===== config.mk =====
export PLATFORM = sky130hd
export DESIGN_NAME = tce_timer_front
export DESIGN_NICKNAME = d
export VERILOG_FILES = /design/src/tce_pkg.sv /design/src/tce_input_filter.sv /design/src/tce_timer_front.sv
export VERILOG_INCLUDE_DIRS = /design/src /design/src/src
export SDC_FILE = /design/constraint.sdc
export NUM_CORES = 1
export LEC_CHECK = 0
export ABC_AREA = 1
export BUFFER_PORTS_ARGS = -buffer_cell sky130_fd_sc_hd__clkbuf_2
export CORE_AREA = 2 2 167 169
export DETAILED_ROUTE_END_ITERATION = 6
export DIE_AREA = 0 0 169 171
export GPL_TIMING_DRIVEN = 1
export PLACE_DENSITY = 0.83
export RECOVER_POWER = 50
export SLEW_MARGIN = 20
export SYNTH_ARGS = -nofsm -noshare
export SYNTH_HDL_FRONTEND = slang
export SYNTH_HIERARCHICAL = 1
export SYNTH_SLANG_ARGS = --single-unit

===== constraint.sdc =====
create_clock -name i_sys_clk -period 6.9 [get_ports i_sys_clk]
set_input_delay 1.38 -clock i_sys_clk [delete_from_list [all_inputs] [get_ports i_sys_clk]]
set_output_delay 1.38 -clock i_sys_clk [all_outputs]
set_load 0.005 [all_outputs]

===== src/tce_cfg.svh =====
// Notes on behaviour
// - One run bit per channel gates prescaler, counter
// - Run bits reset to one
// - Bits written together start counting together
// - Run bit set plus mode 001 or 010 counts
// - Cleared run bit holds counter value
// - Mode 000 does no counting
// - Mode 000 suppresses input transition requests
// - Mode 001 counts rising source edges
// - Polarity invert counts falling edges instead
// - Mode 010 counts both source edges
// - Pins sampled, filtered, then edge detected
// - External count rate at most half clock
// - Internal clock counts at full rate
// - Count to target then stop clears mode
// - Filter enable sits in channel 0 compare status control, covers all pins
// - Filter passes level after three matching samples
`ifndef TCE_CFG_SVH
`define TCE_CFG_SVH

// ----------------------------------------
// Register map
// ----------------------------------------
`define TCE_RUN_OFF     8'h1e
`define TCE_COMP_OFF    5'h00
`define TCE_CNTR_OFF    5'h0a
`define TCE_CTRL_OFF    5'h0c
`define TCE_COMPARE_STATUS_CONTROL_REG_OFF  5'h14

// ----------------------------------------
// Fields and reset values
// ----------------------------------------
`define TCE_RUN_RST     4'hf
`define TCE_FILT_BIT    13
`define TCE_SRC_CLK     4'h4
`define TCE_SRC_DIV2    4'h5
`define TCE_SRC_DIV4    4'h6
`define TCE_SRC_DIV8    4'h7

`endif


===== src/tce_pkg.sv =====
package tce_pkg;

  typedef enum logic [2:0] {
    TCE_STOP   = 3'h0,
    TCE_RISE   = 3'h1,
    TCE_BOTH   = 3'h2,
    TCE_GATED  = 3'h3,
    TCE_QUAD   = 3'h4,
    TCE_SIGNED = 3'h5,
    TCE_TRIG   = 3'h6,
    TCE_CASC   = 3'h7
  } tce_mode_t;

  typedef struct packed {
    logic [7:0]  addr;
    logic [15:0] wdata;
    logic        wr;
    logic        rd;
  } tce_bus_req_t;

  // Control word: [15:13] mode, [12:9] source, [6] once, [1] invert
  typedef struct packed {
    tce_mode_t  mode;
    logic [3:0] src;
    logic       once;
    logic       input_polarity_invert;
  } tce_ctrl_t;

  typedef logic [3:0][15:0] tce_cnt_arr_t;

endpackage


===== src/tce_input_filter.sv =====
`timescale 1ns/1ps
`default_nettype none

module tce_input_filter (
  // Clock and reset
  input  wire logic i_sys_clk,
  input  wire logic i_rst_n,
  // Sample and control
  input  wire logic i_sample,
  input  wire logic i_filt_on,
  // Filtered level
  output logic      o_level
);

  logic [3:0] sh;

  always_ff @(posedge i_sys_clk or negedge i_rst_n) begin
    if (!i_rst_n) begin
      sh <= 4'h0;
    end else begin
      sh <= {sh[2:0], i_sample};
    end
  end

  always_ff @(posedge i_sys_clk or negedge i_rst_n) begin
    if (!i_rst_n) begin
      o_level <= 1'b0;
    end else if (!i_filt_on) begin
      o_level <= sh[1];
    end else if (sh[3:1] == 3'h0 || sh[3:1] == 3'h7) begin
      o_level <= sh[1];
    end
  end

  filt_agree_a: assert property (@(posedge i_sys_clk) disable iff (!i_rst_n)
    ($past(i_filt_on) && $changed(o_level)) |-> ($past(sh[3:1]) == {3{o_level}}))
    else $error("filter passed level without three agreeing samples");

endmodule // tce_input_filter

`default_nettype wire


===== src/tce_timer_front.sv =====
// Chosen here: the plain strobed port.
`timescale 1ns/1ps
`default_nettype none
`include "tce_cfg.svh"

module tce_timer_front (
  // Clock and reset
  input  wire logic                  i_sys_clk,
  input  wire logic                  i_rst_n,
  // Register port
  input  wire tce_pkg::tce_bus_req_t i_bus,
  output logic [15:0]                o_rd_data,
  // External count pins
  input  wire logic [3:0]            i_pin,
  // Channel state
  output logic [3:0]                 o_run,
  output logic [3:0]                 o_edge_req,
  output tce_pkg::tce_cnt_arr_t      o_count
);

  // ----------------------------------------
  // Reset release
  // ----------------------------------------
  logic [1:0] rst_q;
  logic       rst_n;

  always_ff @(posedge i_sys_clk or negedge i_rst_n) begin
    if (!i_rst_n) begin
      rst_q <= 2'h0;
    end else begin
      rst_q <= {rst_q[0], 1'b1};
    end
  end

  assign rst_n = rst_q[1];

  // ----------------------------------------
  // Decode and event helpers
  // ----------------------------------------
  function automatic logic reg_hit(input logic [7:0] a, input logic [1:0] ch,
                                   input logic [4:0] off);
    return a == {1'b0, ch, off};
  endfunction

  function automatic logic src_event(input tce_pkg::tce_ctrl_t c,
                                     input logic [3:0] lvl,
                                     input logic [3:0] prev,
                                     input logic [2:0] psc);
    logic a;
    logic b;
    logic r;
    a = lvl[c.src[1:0]] ^ c.input_polarity_invert;
    b = prev[c.src[1:0]] ^ c.input_polarity_invert;
    r = 1'b0;
    if (!c.src[2]) begin
      // Both-edge mode takes any change, otherwise rising only
      r = (c.mode == tce_pkg::TCE_BOTH) ? (a ^ b) : (a & ~b);
    end else begin
      case (c.src)
        `TCE_SRC_CLK:  r = 1'b1;
        `TCE_SRC_DIV2: r = psc[0];
        `TCE_SRC_DIV4: r = &psc[1:0];
        `TCE_SRC_DIV8: r = &psc;
        default:       r = 1'b0;
      endcase
    end
    return r;
  endfunction

  // ----------------------------------------
  // Channel run register
  // ----------------------------------------
  logic [3:0] run;
  logic       run_wr;

  assign run_wr = i_bus.wr && (i_bus.addr == `TCE_RUN_OFF);

  always_ff @(posedge i_sys_clk or negedge rst_n) begin
    if (!rst_n) begin
      run <= `TCE_RUN_RST;
    end else if (run_wr) begin
      run <= i_bus.wdata[3:0];
    end
  end

  assign o_run = run;

  // ----------------------------------------
  // Input filters and edge history
  // ----------------------------------------
  logic [3:0] filt_bit;
  logic [3:0] lvl;
  logic [3:0] prev;

  for (genvar p = 0; p < 4; p++) begin : g_filt
    tce_input_filter u_filt (
      .i_sys_clk (i_sys_clk),
      .i_rst_n   (rst_n),
      .i_sample  (i_pin[p]),
      .i_filt_on (filt_bit[0]),
      .o_level   (lvl[p])
    );
  end

  always_ff @(posedge i_sys_clk or negedge rst_n) begin
    if (!rst_n) begin
      prev <= 4'h0;
    end else begin
      prev <= lvl;
    end
  end

  // ----------------------------------------
  // Channels
  // ----------------------------------------
  tce_pkg::tce_ctrl_t ctrl [4];
  logic [15:0]        cnt  [4];
  logic [15:0]        cmp  [4];
  logic [2:0]         psc  [4];
  logic [3:0]         ev;
  logic [3:0]         term;

  for (genvar c = 0; c < 4; c++) begin : g_ch
    logic wr_cnt;
    logic wr_ctrl;
    logic [15:0] cnt_inc;

    assign wr_cnt  = i_bus.wr && reg_hit(i_bus.addr, 2'(c), `TCE_CNTR_OFF);
    assign wr_ctrl = i_bus.wr && reg_hit(i_bus.addr, 2'(c), `TCE_CTRL_OFF);
    assign cnt_inc = cnt[c] + 16'h0001;

    // Only rise and both-edge modes count here
    assign ev[c] = run[c]
                && (ctrl[c].mode == tce_pkg::TCE_RISE
                 || ctrl[c].mode == tce_pkg::TCE_BOTH)
                && src_event(ctrl[c], lvl, prev, psc[c]);
    assign term[c] = ev[c] && ctrl[c].once && (cnt_inc == cmp[c]);

    always_ff @(posedge i_sys_clk or negedge rst_n) begin
      if (!rst_n) begin
        psc[c] <= 3'h0;
      end else if (run[c]) begin
        psc[c] <= psc[c] + 3'h1;
      end
    end

    always_ff @(posedge i_sys_clk or negedge rst_n) begin
      if (!rst_n) begin
        cnt[c] <= 16'h0000;
      end else if (wr_cnt) begin
        cnt[c] <= i_bus.wdata;
      end else if (ev[c]) begin
        cnt[c] <= cnt_inc;
      end
    end

    always_ff @(posedge i_sys_clk or negedge rst_n) begin
      if (!rst_n) begin
        ctrl[c] <= '0;
      end else if (wr_ctrl) begin
        ctrl[c].mode <= tce_pkg::tce_mode_t'(i_bus.wdata[15:13]);
        ctrl[c].src  <= i_bus.wdata[12:9];
        ctrl[c].once <= i_bus.wdata[6];
        ctrl[c].input_polarity_invert  <= i_bus.wdata[1];
      end else if (term[c]) begin
        ctrl[c].mode <= tce_pkg::TCE_STOP;
      end
    end

    always_ff @(posedge i_sys_clk or negedge rst_n) begin
      if (!rst_n) begin
        cmp[c]      <= 16'h0000;
        filt_bit[c] <= 1'b0;
      end else if (i_bus.wr) begin
        if (reg_hit(i_bus.addr, 2'(c), `TCE_COMP_OFF)) begin
          cmp[c] <= i_bus.wdata;
        end
        if (reg_hit(i_bus.addr, 2'(c), `TCE_COMPARE_STATUS_CONTROL_REG_OFF)) begin
          filt_bit[c] <= i_bus.wdata[`TCE_FILT_BIT];
        end
      end
    end

    // Transition request on the selected pin
    always_ff @(posedge i_sys_clk or negedge rst_n) begin
      if (!rst_n) begin
        o_edge_req[c] <= 1'b0;
      end else begin
        o_edge_req[c] <= (ctrl[c].mode != tce_pkg::TCE_STOP)
                      && !ctrl[c].src[2]
                      && (lvl[ctrl[c].src[1:0]] ^ prev[ctrl[c].src[1:0]]);
      end
    end

    assign o_count[c] = cnt[c];
  end

  // ----------------------------------------
  // Read port
  // ----------------------------------------
  logic [15:0] rd_mux;

  always_comb begin
    rd_mux = 16'h0000;
    if (i_bus.addr == `TCE_RUN_OFF) begin
      rd_mux = {12'h000, run};
    end else begin
      for (int c = 0; c < 4; c++) begin
        if (reg_hit(i_bus.addr, 2'(c), `TCE_COMP_OFF)) begin
          rd_mux = cmp[c];
        end
        if (reg_hit(i_bus.addr, 2'(c), `TCE_CNTR_OFF)) begin
          rd_mux = cnt[c];
        end
        if (reg_hit(i_bus.addr, 2'(c), `TCE_CTRL_OFF)) begin
          rd_mux = {ctrl[c].mode, ctrl[c].src, 2'h0, ctrl[c].once, 4'h0, ctrl[c].input_polarity_invert, 1'b0};
        end
        if (reg_hit(i_bus.addr, 2'(c), `TCE_COMPARE_STATUS_CONTROL_REG_OFF)) begin
          rd_mux = {2'h0, filt_bit[c], 13'h0000};
        end
      end
    end
  end

  always_ff @(posedge i_sys_clk or negedge rst_n) begin
    if (!rst_n) begin
      o_rd_data <= 16'h0000;
    end else begin
      o_rd_data <= i_bus.rd ? rd_mux : 16'h0000;
    end
  end

  // ----------------------------------------
  // Assertions
  // ----------------------------------------
  logic cnt0_wr;
  assign cnt0_wr = i_bus.wr && reg_hit(i_bus.addr, 2'h0, `TCE_CNTR_OFF);

  run_reset_a: assert property (@(posedge i_sys_clk) disable iff (!rst_n)
    $rose(rst_n) |-> (run == 4'hf))
    else $error("run bits not all set after reset");

  run_start_a: assert property (@(posedge i_sys_clk) disable iff (!rst_n)
    run_wr |=> (run == $past(i_bus.wdata[3:0])))
    else $error("run bits did not take the written value together");

  run_gate_a: assert property (@(posedge i_sys_clk) disable iff (!rst_n)
    ev[0] |-> (run[0] && ctrl[0].mode != tce_pkg::TCE_STOP))
    else $error("count event without run bit and mode");

  hold_off_a: assert property (@(posedge i_sys_clk) disable iff (!rst_n)
    (!run[0] && !cnt0_wr) |=> (cnt[0] == $past(cnt[0])))
    else $error("counter moved with run bit clear");

  stop_mode_a: assert property (@(posedge i_sys_clk) disable iff (!rst_n)
    (ctrl[0].mode == tce_pkg::TCE_STOP && !cnt0_wr) |=> $stable(cnt[0]))
    else $error("counter moved in stop mode");

  edge_gate_a: assert property (@(posedge i_sys_clk) disable iff (!rst_n)
    o_edge_req[0] |-> ($past(ctrl[0].mode) != tce_pkg::TCE_STOP))
    else $error("transition request in stop mode");

  rise_count_a: assert property (@(posedge i_sys_clk) disable iff (!rst_n)
    (run[0] && ctrl[0].mode == tce_pkg::TCE_RISE && !ctrl[0].src[2] && !cnt0_wr
     && (lvl[ctrl[0].src[1:0]] ^ ctrl[0].input_polarity_invert) && !(prev[ctrl[0].src[1:0]] ^ ctrl[0].input_polarity_invert))
    |=> (cnt[0] == $past(cnt[0]) + 16'h0001))
    else $error("rising edge not counted");

  both_edge_a: assert property (@(posedge i_sys_clk) disable iff (!rst_n)
    (run[0] && ctrl[0].mode == tce_pkg::TCE_BOTH && !ctrl[0].src[2]
     && (lvl[ctrl[0].src[1:0]] != prev[ctrl[0].src[1:0]])) |-> ev[0])
    else $error("edge missed in both-edge mode");

  full_rate_a: assert property (@(posedge i_sys_clk) disable iff (!rst_n)
    (run[0] && ctrl[0].mode == tce_pkg::TCE_RISE && ctrl[0].src == `TCE_SRC_CLK) |-> ev[0])
    else $error("internal clock not counted every cycle");

  once_clear_a: assert property (@(posedge i_sys_clk) disable iff (!rst_n)
    (term[0] && !(i_bus.wr && reg_hit(i_bus.addr, 2'h0, `TCE_CTRL_OFF)))
    |=> (ctrl[0].mode == tce_pkg::TCE_STOP))
    else $error("mode not cleared at terminal count");

  rsvd_read_a: assert property (@(posedge i_sys_clk) disable iff (!rst_n)
    (i_bus.rd && i_bus.addr == `TCE_RUN_OFF) |=> (o_rd_data[15:4] == 12'h000))
    else $error("reserved enable bits read nonzero");

  rise_cnt_c: cover property (@(posedge i_sys_clk) disable iff (!rst_n)
    ev[0] && ctrl[0].mode == tce_pkg::TCE_RISE && !ctrl[0].src[2]);
  both_cnt_c: cover property (@(posedge i_sys_clk) disable iff (!rst_n)
    ev[1] && ctrl[1].mode == tce_pkg::TCE_BOTH);
  once_term_c: cover property (@(posedge i_sys_clk) disable iff (!rst_n) term[0]);
  sync_start_c: cover property (@(posedge i_sys_clk) disable iff (!rst_n)
    run_wr && i_bus.wdata[3:0] == 4'hf && run == 4'h0);

endmodule // tce_timer_front

`default_nettype wire


After elaboration in Yosys (flattened, before gate mapping)

Cells that the tools add are included.

Register bits: 230
Bits in latches: 0
Bits in writable memories: 0
Bits in read-only memories: 0
Input port bits: 32
Output and inout port bits: 88
Memories: 0

Add/sub/neg operators: 8
$mul: 0
Divide/modulo/power cells: 0
$lt $le $gt $ge: 4
Eq/ne operators: 52
Shift-type cells: 0
Muxes and demuxes: 70
Bitwise gates (word level): 24
Reduce and logical (&&, ||, !) cells: 78

Operator list:

| cell                                                                  | number |
|---|---|
| 16-bit two-way mux                                                    | 26 |
| 16-bit by 1-bit adder with 16-bit output (second input constant)      | 4 |
| 16-bit == test                                                        | 4 |
| 4-bit by 3-bit == test with 1-bit output (second input constant)      | 16 |
| 8-bit by 7-bit == test with 1-bit output (second input constant)      | 8 |
| 1-bit logical AND                                                     | 33 |
| 8-bit by 6-bit == test with 1-bit output (second input constant)      | 4 |
| 1-bit two-way mux                                                     | 24 |
| 3-bit two-way mux                                                     | 8 |
| 2-bit AND reduction                                                   | 12 |
| 1-bit binary-select mux with 2-bit select                             | 8 |
| 8-bit by 4-bit == test with 1-bit output (second input constant)      | 2 |
| 8-bit by 5-bit == test with 1-bit output (second input constant)      | 2 |
| 1-bit case mux with 4 select lines                                    | 4 |
| 2-bit nonzero test                                                    | 8 |
| 1-bit XOR                                                             | 16 |
| 3-bit by 1-bit adder with 3-bit output (second input constant)        | 4 |
| 3-bit by 1-bit == test with 1-bit output (second input constant)      | 4 |
| 3-bit by 2-bit == test with 1-bit output (second input constant)      | 4 |
| 3-bit == test (second input constant)                                 | 4 |
| 3-bit logical NOT                                                     | 4 |
| 2-bit by 3-bit < comparator with 1-bit output (second input constant) | 4 |
| 3-bit AND reduction                                                   | 4 |
| 3-bit nonzero test                                                    | 4 |
| other kinds (6)                                                       | 25 |

Depth between registers and ports, before layout

Depth in word-level cells: 19
Gate-level depth with buffers: 16
Depth with buffers taken out: 16

Hierarchy

Netlist, hierarchy kept.

Modules (own cells, without submodules):

| module           | instances | cells an instance | area an instance (µm²) | seq. area each (µm²) |
|---|---|---|---|---|
| tce_timer_front  | 1         | 1711              | 12712.2                | 5260.0 |
| tce_input_filter | 4         | 13                | 156.4                  | 125.1 |

Worst setup path after synthesis

OpenSTA, ideal clock, no wires.

Path kind: input to register
From: in i_bus[1] (netlist name)
To: reg cnt (netlist bit o_count[32])
Setup time: 0.142 ns
Data arrival time: 2.541 ns
Slack: 4.218 ns
Stages: 9
Path buffers: 2
Cells stage by stage: buf_2 > inv_2 > buf_2 > nor2_2 > inv_1 > nand2_1 > inv_2 > nand2_1 > o221ai_1

Word-level cells in the longest chain between the ends: 2
Elaborated cells on any way between the ends: 3
Those cells by class: 1 x mux; 2 x reduce/logical

Ends and longest elaborated chain:

| item                                                            | RTL line               | RTL |
|---|---|---|
| start, declared                                                 | tce_timer_front.sv:11  | `input wire tce_pkg::tce_bus_req_t i_bus,` |
| 1-bit logical AND (*)                                           | tce_timer_front.sv:128 | `` assign wr_cnt = i_bus.wr && reg_hit(i_bus.addr, 2'(c), `TCE_CNTR_OFF); `` |
| 16-bit two-way mux / 2-bit nonzero test (equally long branches) | -                      |  |
| end signal, assigned by index                                   | tce_timer_front.sv:151 | `cnt[c] <= i_bus.wdata;` |
| end signal, assigned by index                                   | tce_timer_front.sv:153 | `cnt[c] <= cnt_inc;` |
| end, declared                                                   | tce_timer_front.sv:117 | `logic [15:0] cnt [4];` |

Mark *: on every way between the ends. The rest lies on a longest branch, timed or not.
A chain may end at the register's enable or synchronous reset.

==> impl_metrics.ini <==
[critical_path]
cp.required_ns = 7.21
reg2reg_from = rst_q[1]$_DFF_PN0_
cp.arrival_ns = 4.01
startpoint = rst_q[1]$_DFF_PN0_
critPathTopFamily = flip-flops
cp-start-kind = register
slowest_delay_ns = 1.87
crit_chain = clkbuf_2
critPathBufInv = 1
worstSetupPathType = register to asynchronous set/reset pin
end_kind = asynchronous set/reset pin
critPathMaxFanout = 73
crit_path_top_delay_cell = dfrtp_1

[logic_synthesis]
synth_most_common_cell = nand2_1
synthArstFlopShare = 1.00
yosys.area.top_type_share = 0.424
synth_commonest_cells = 554 x nand2_1, 226 x dfrtp_1, 190 x inv_1
yosysWarnings = 6
ys.flop_type = dfrtp_1
synthTopCellsByArea = dfrtp_1 42%, nand2_1 16%, inv_1 5.3%
yosysTopAreaCell = dfrtp_1
syn_nets = 1811
avgSynthCellArea_um2 = 7.57
synth_edf_count = 0
synth_area_mm2 = 0.0133
yosysSeqAreaShare = 0.432
synth.distinct_cells = 45
synth_cells = 1763
ys_ff_latch = 230

[global_routing]
grt_max_degree = 74
first_global_vias = 12432
grt.overflow.total = 0
track_usage = 0.324
antenna_found_initial = 2
grt_pass1_wl_um = 71800

[power]
switching_share = 0.366
combinationalPowerShare = 0.276
intPower_w = 0.00291
seq_power_share = 0.412
clock_power_share = 0.312
peakVddDrop_v = 0.000207
power-per-cell-area_mw_per_mm2 = 306
p_leak_nw = 7.44
p_sw_w = 0.00168

[timing]
rsz0062_at_grt = false
fin_hold_ws_ns = 0.351
slew_violations = 131
slew_headroom = -0.515
period_share = 0.537
max_freq_ghz = 0.270
worst_pin_slew_ns = 2.27
finalHoldViolations = 0
finalSetupViolCount = 0
finClkSkew_ns = 0.0139
final.setup.tns_ns = 0
min_period_ns = 3.70

[placement]
portBuffers = 119
dp_hpwl_um = 34100
gp_congestion = 1.03
placed_cells = 2182

[routing]
routed_wl_um = 46900
viasPerCell = 5.95
drt_iter0_drc = 1561
wl_per_cell_um = 21.0
first_pass_iters = 6
route.detailed.drc = 0
via_count = 13287
ant_nets = 0

[floorplanning]
start_util = 0.488
die-area_mm2 = 0.0289
die_w_um = 169
rows = 61
design.core.area_mm2 = 0.0273
io_pins = 120
die_y_um = 171

[status]
failed_checks = capacitance limit, slew limit
status = finished with violations

[clocking]
cts_resized = 0
htree_levels = 1
cts_tree = built
cts_root_buffer = clkbuf_16
clock_path_buffers = 3
clock_sinks = 230
cts_buffers = 27
clk_pin_slew_ns = 0.06
clkLatencyLatePin_ns = 0.55
ctsHoldBuffers = 0
cts_setup_buffers = 0

[layout]
fill_cells = 2571
drive_gt1_frac = 0.102
areaGrowthSynthToFinish_pct = 12.5
fin_cells = 2233
multi_input_area_mm2 = 0.00651
ff_latch_area_mm2 = 0.00576
fin_nets = 1913

[min_path]
holdCritPathClass = register to register
min-delay-start = g_filt[1].u_filt/sh[0]$_DFF_PN0_

[flow_run]
maxCapViolCount = 2
area by class of cell:
class                      count  area share
clock buffer                  42      0.0528
inverter                     223      0.0558
antenna                        3    0.000501
timing repair buffer         122      0.0386
tap                          346      0.0289
clock inverter                 6     0.00559
multi-input combinational   1261       0.434
sequential                   230       0.384
metrics by stage:
| stage | cell area, um^2 | util | setup WS [ns] | total power (W) |
|---|---|---|---|---|
| detailed placement | 14200 | 0.519 | 2.95 | 0.00315 |
| global route | 15000 | 0.549 | 2.41 | 0.00483 |
| finish | 15000 | 0.549 | 3.20 | 0.00459 |
| CTS | 15000 | 0.551 | 3.50 | 0.00458 |
| global placement | 14200 | 0.519 | 3.05 | 0.00311 |
| floorplan | 13300 | - | 0.0229 | 0.00265 |
cells by family after synthesis:
| family | after synthesis | share of synthesized area |
|---|---|---|
| compound gates | 321 | 0.146 |
| xor+xnor | 70 | 0.0532 |
| fa+ha+maj | 16 | 0.0150 |
| buf+inv | 272 | 0.0792 |
| flops | 230 | 0.432 |
| mux | 1 | 0.000844 |
| other cells | 1 | 0.000281 |
| simple gates | 852 | 0.273 |
final timing paths:
check / endpoint / slack, ns / depth (start not counted)
worst max-delay path: o_edge_req[0]$_DFF_PN0_ / 3.20 / 1
worst min-delay path: g_filt[1].u_filt/sh[1]$_DFF_PN0_ / 0.35 / 0
worst max register to register: o_edge_req[0]$_DFF_PN0_ / 3.20 / 1
worst min register to register: g_filt[1].u_filt/sh[1]$_DFF_PN0_ / 0.35 / 0
max in group i_sys_clk: o_count[22]$_DFFE_PN0P_ / 3.31 / 11
min in group asynchronous: rst_q[0]$_DFF_PN0_ / 0.61 / 1
layout by cell type (no fill, tap or decap), types with 38 or more instances in the layout:
cell      netlist  routed
nand2_1       554     554
clkbuf_1       23      38
o21ai_0       138     142
inv_1         190     194
nand3_1        93      93
xor2_1         50      50
dfrtp_1       226     226
o221ai_1       58      58
clkbuf_2        0      91
nor2_1        101     103
flip-flops by register name, summed over array words and instances, names as in the netlist:
name and count:
cmp 64, ctrl 36, filt_bit 4, g_filt.u_filt/o_level 4, g_filt.u_filt/sh 16, o_count 64
o_edge_req 4, o_rd_data 16, o_run 4, prev 4, psc 12, rst_q 2
power groups by stage:
stage | clock network [W] | registers, W | logic, W
2_1_floorplan | 0 | 0.00180 | 0.000850
3_3_place_gp | 0 | 0.00190 | 0.00121
3_5_place_dp | 0 | 0.00190 | 0.00124
4_1_cts | 0.00144 | 0.00188 | 0.00126
5_1_grt | 0.00149 | 0.00192 | 0.00142
6_report | 0.00143 | 0.00189 | 0.00127
per-layer routing:
layer,vias up,global-route usage,part of all wire
li1,6021,-,-
met1,6328,0.437,0.39
met2,777,0.513,0.45
met3,161,0.0574,0.10
met4,0,0.147,0.052
met5,-,0,0
Note: power is estimated with default switching activity, not from simulation.
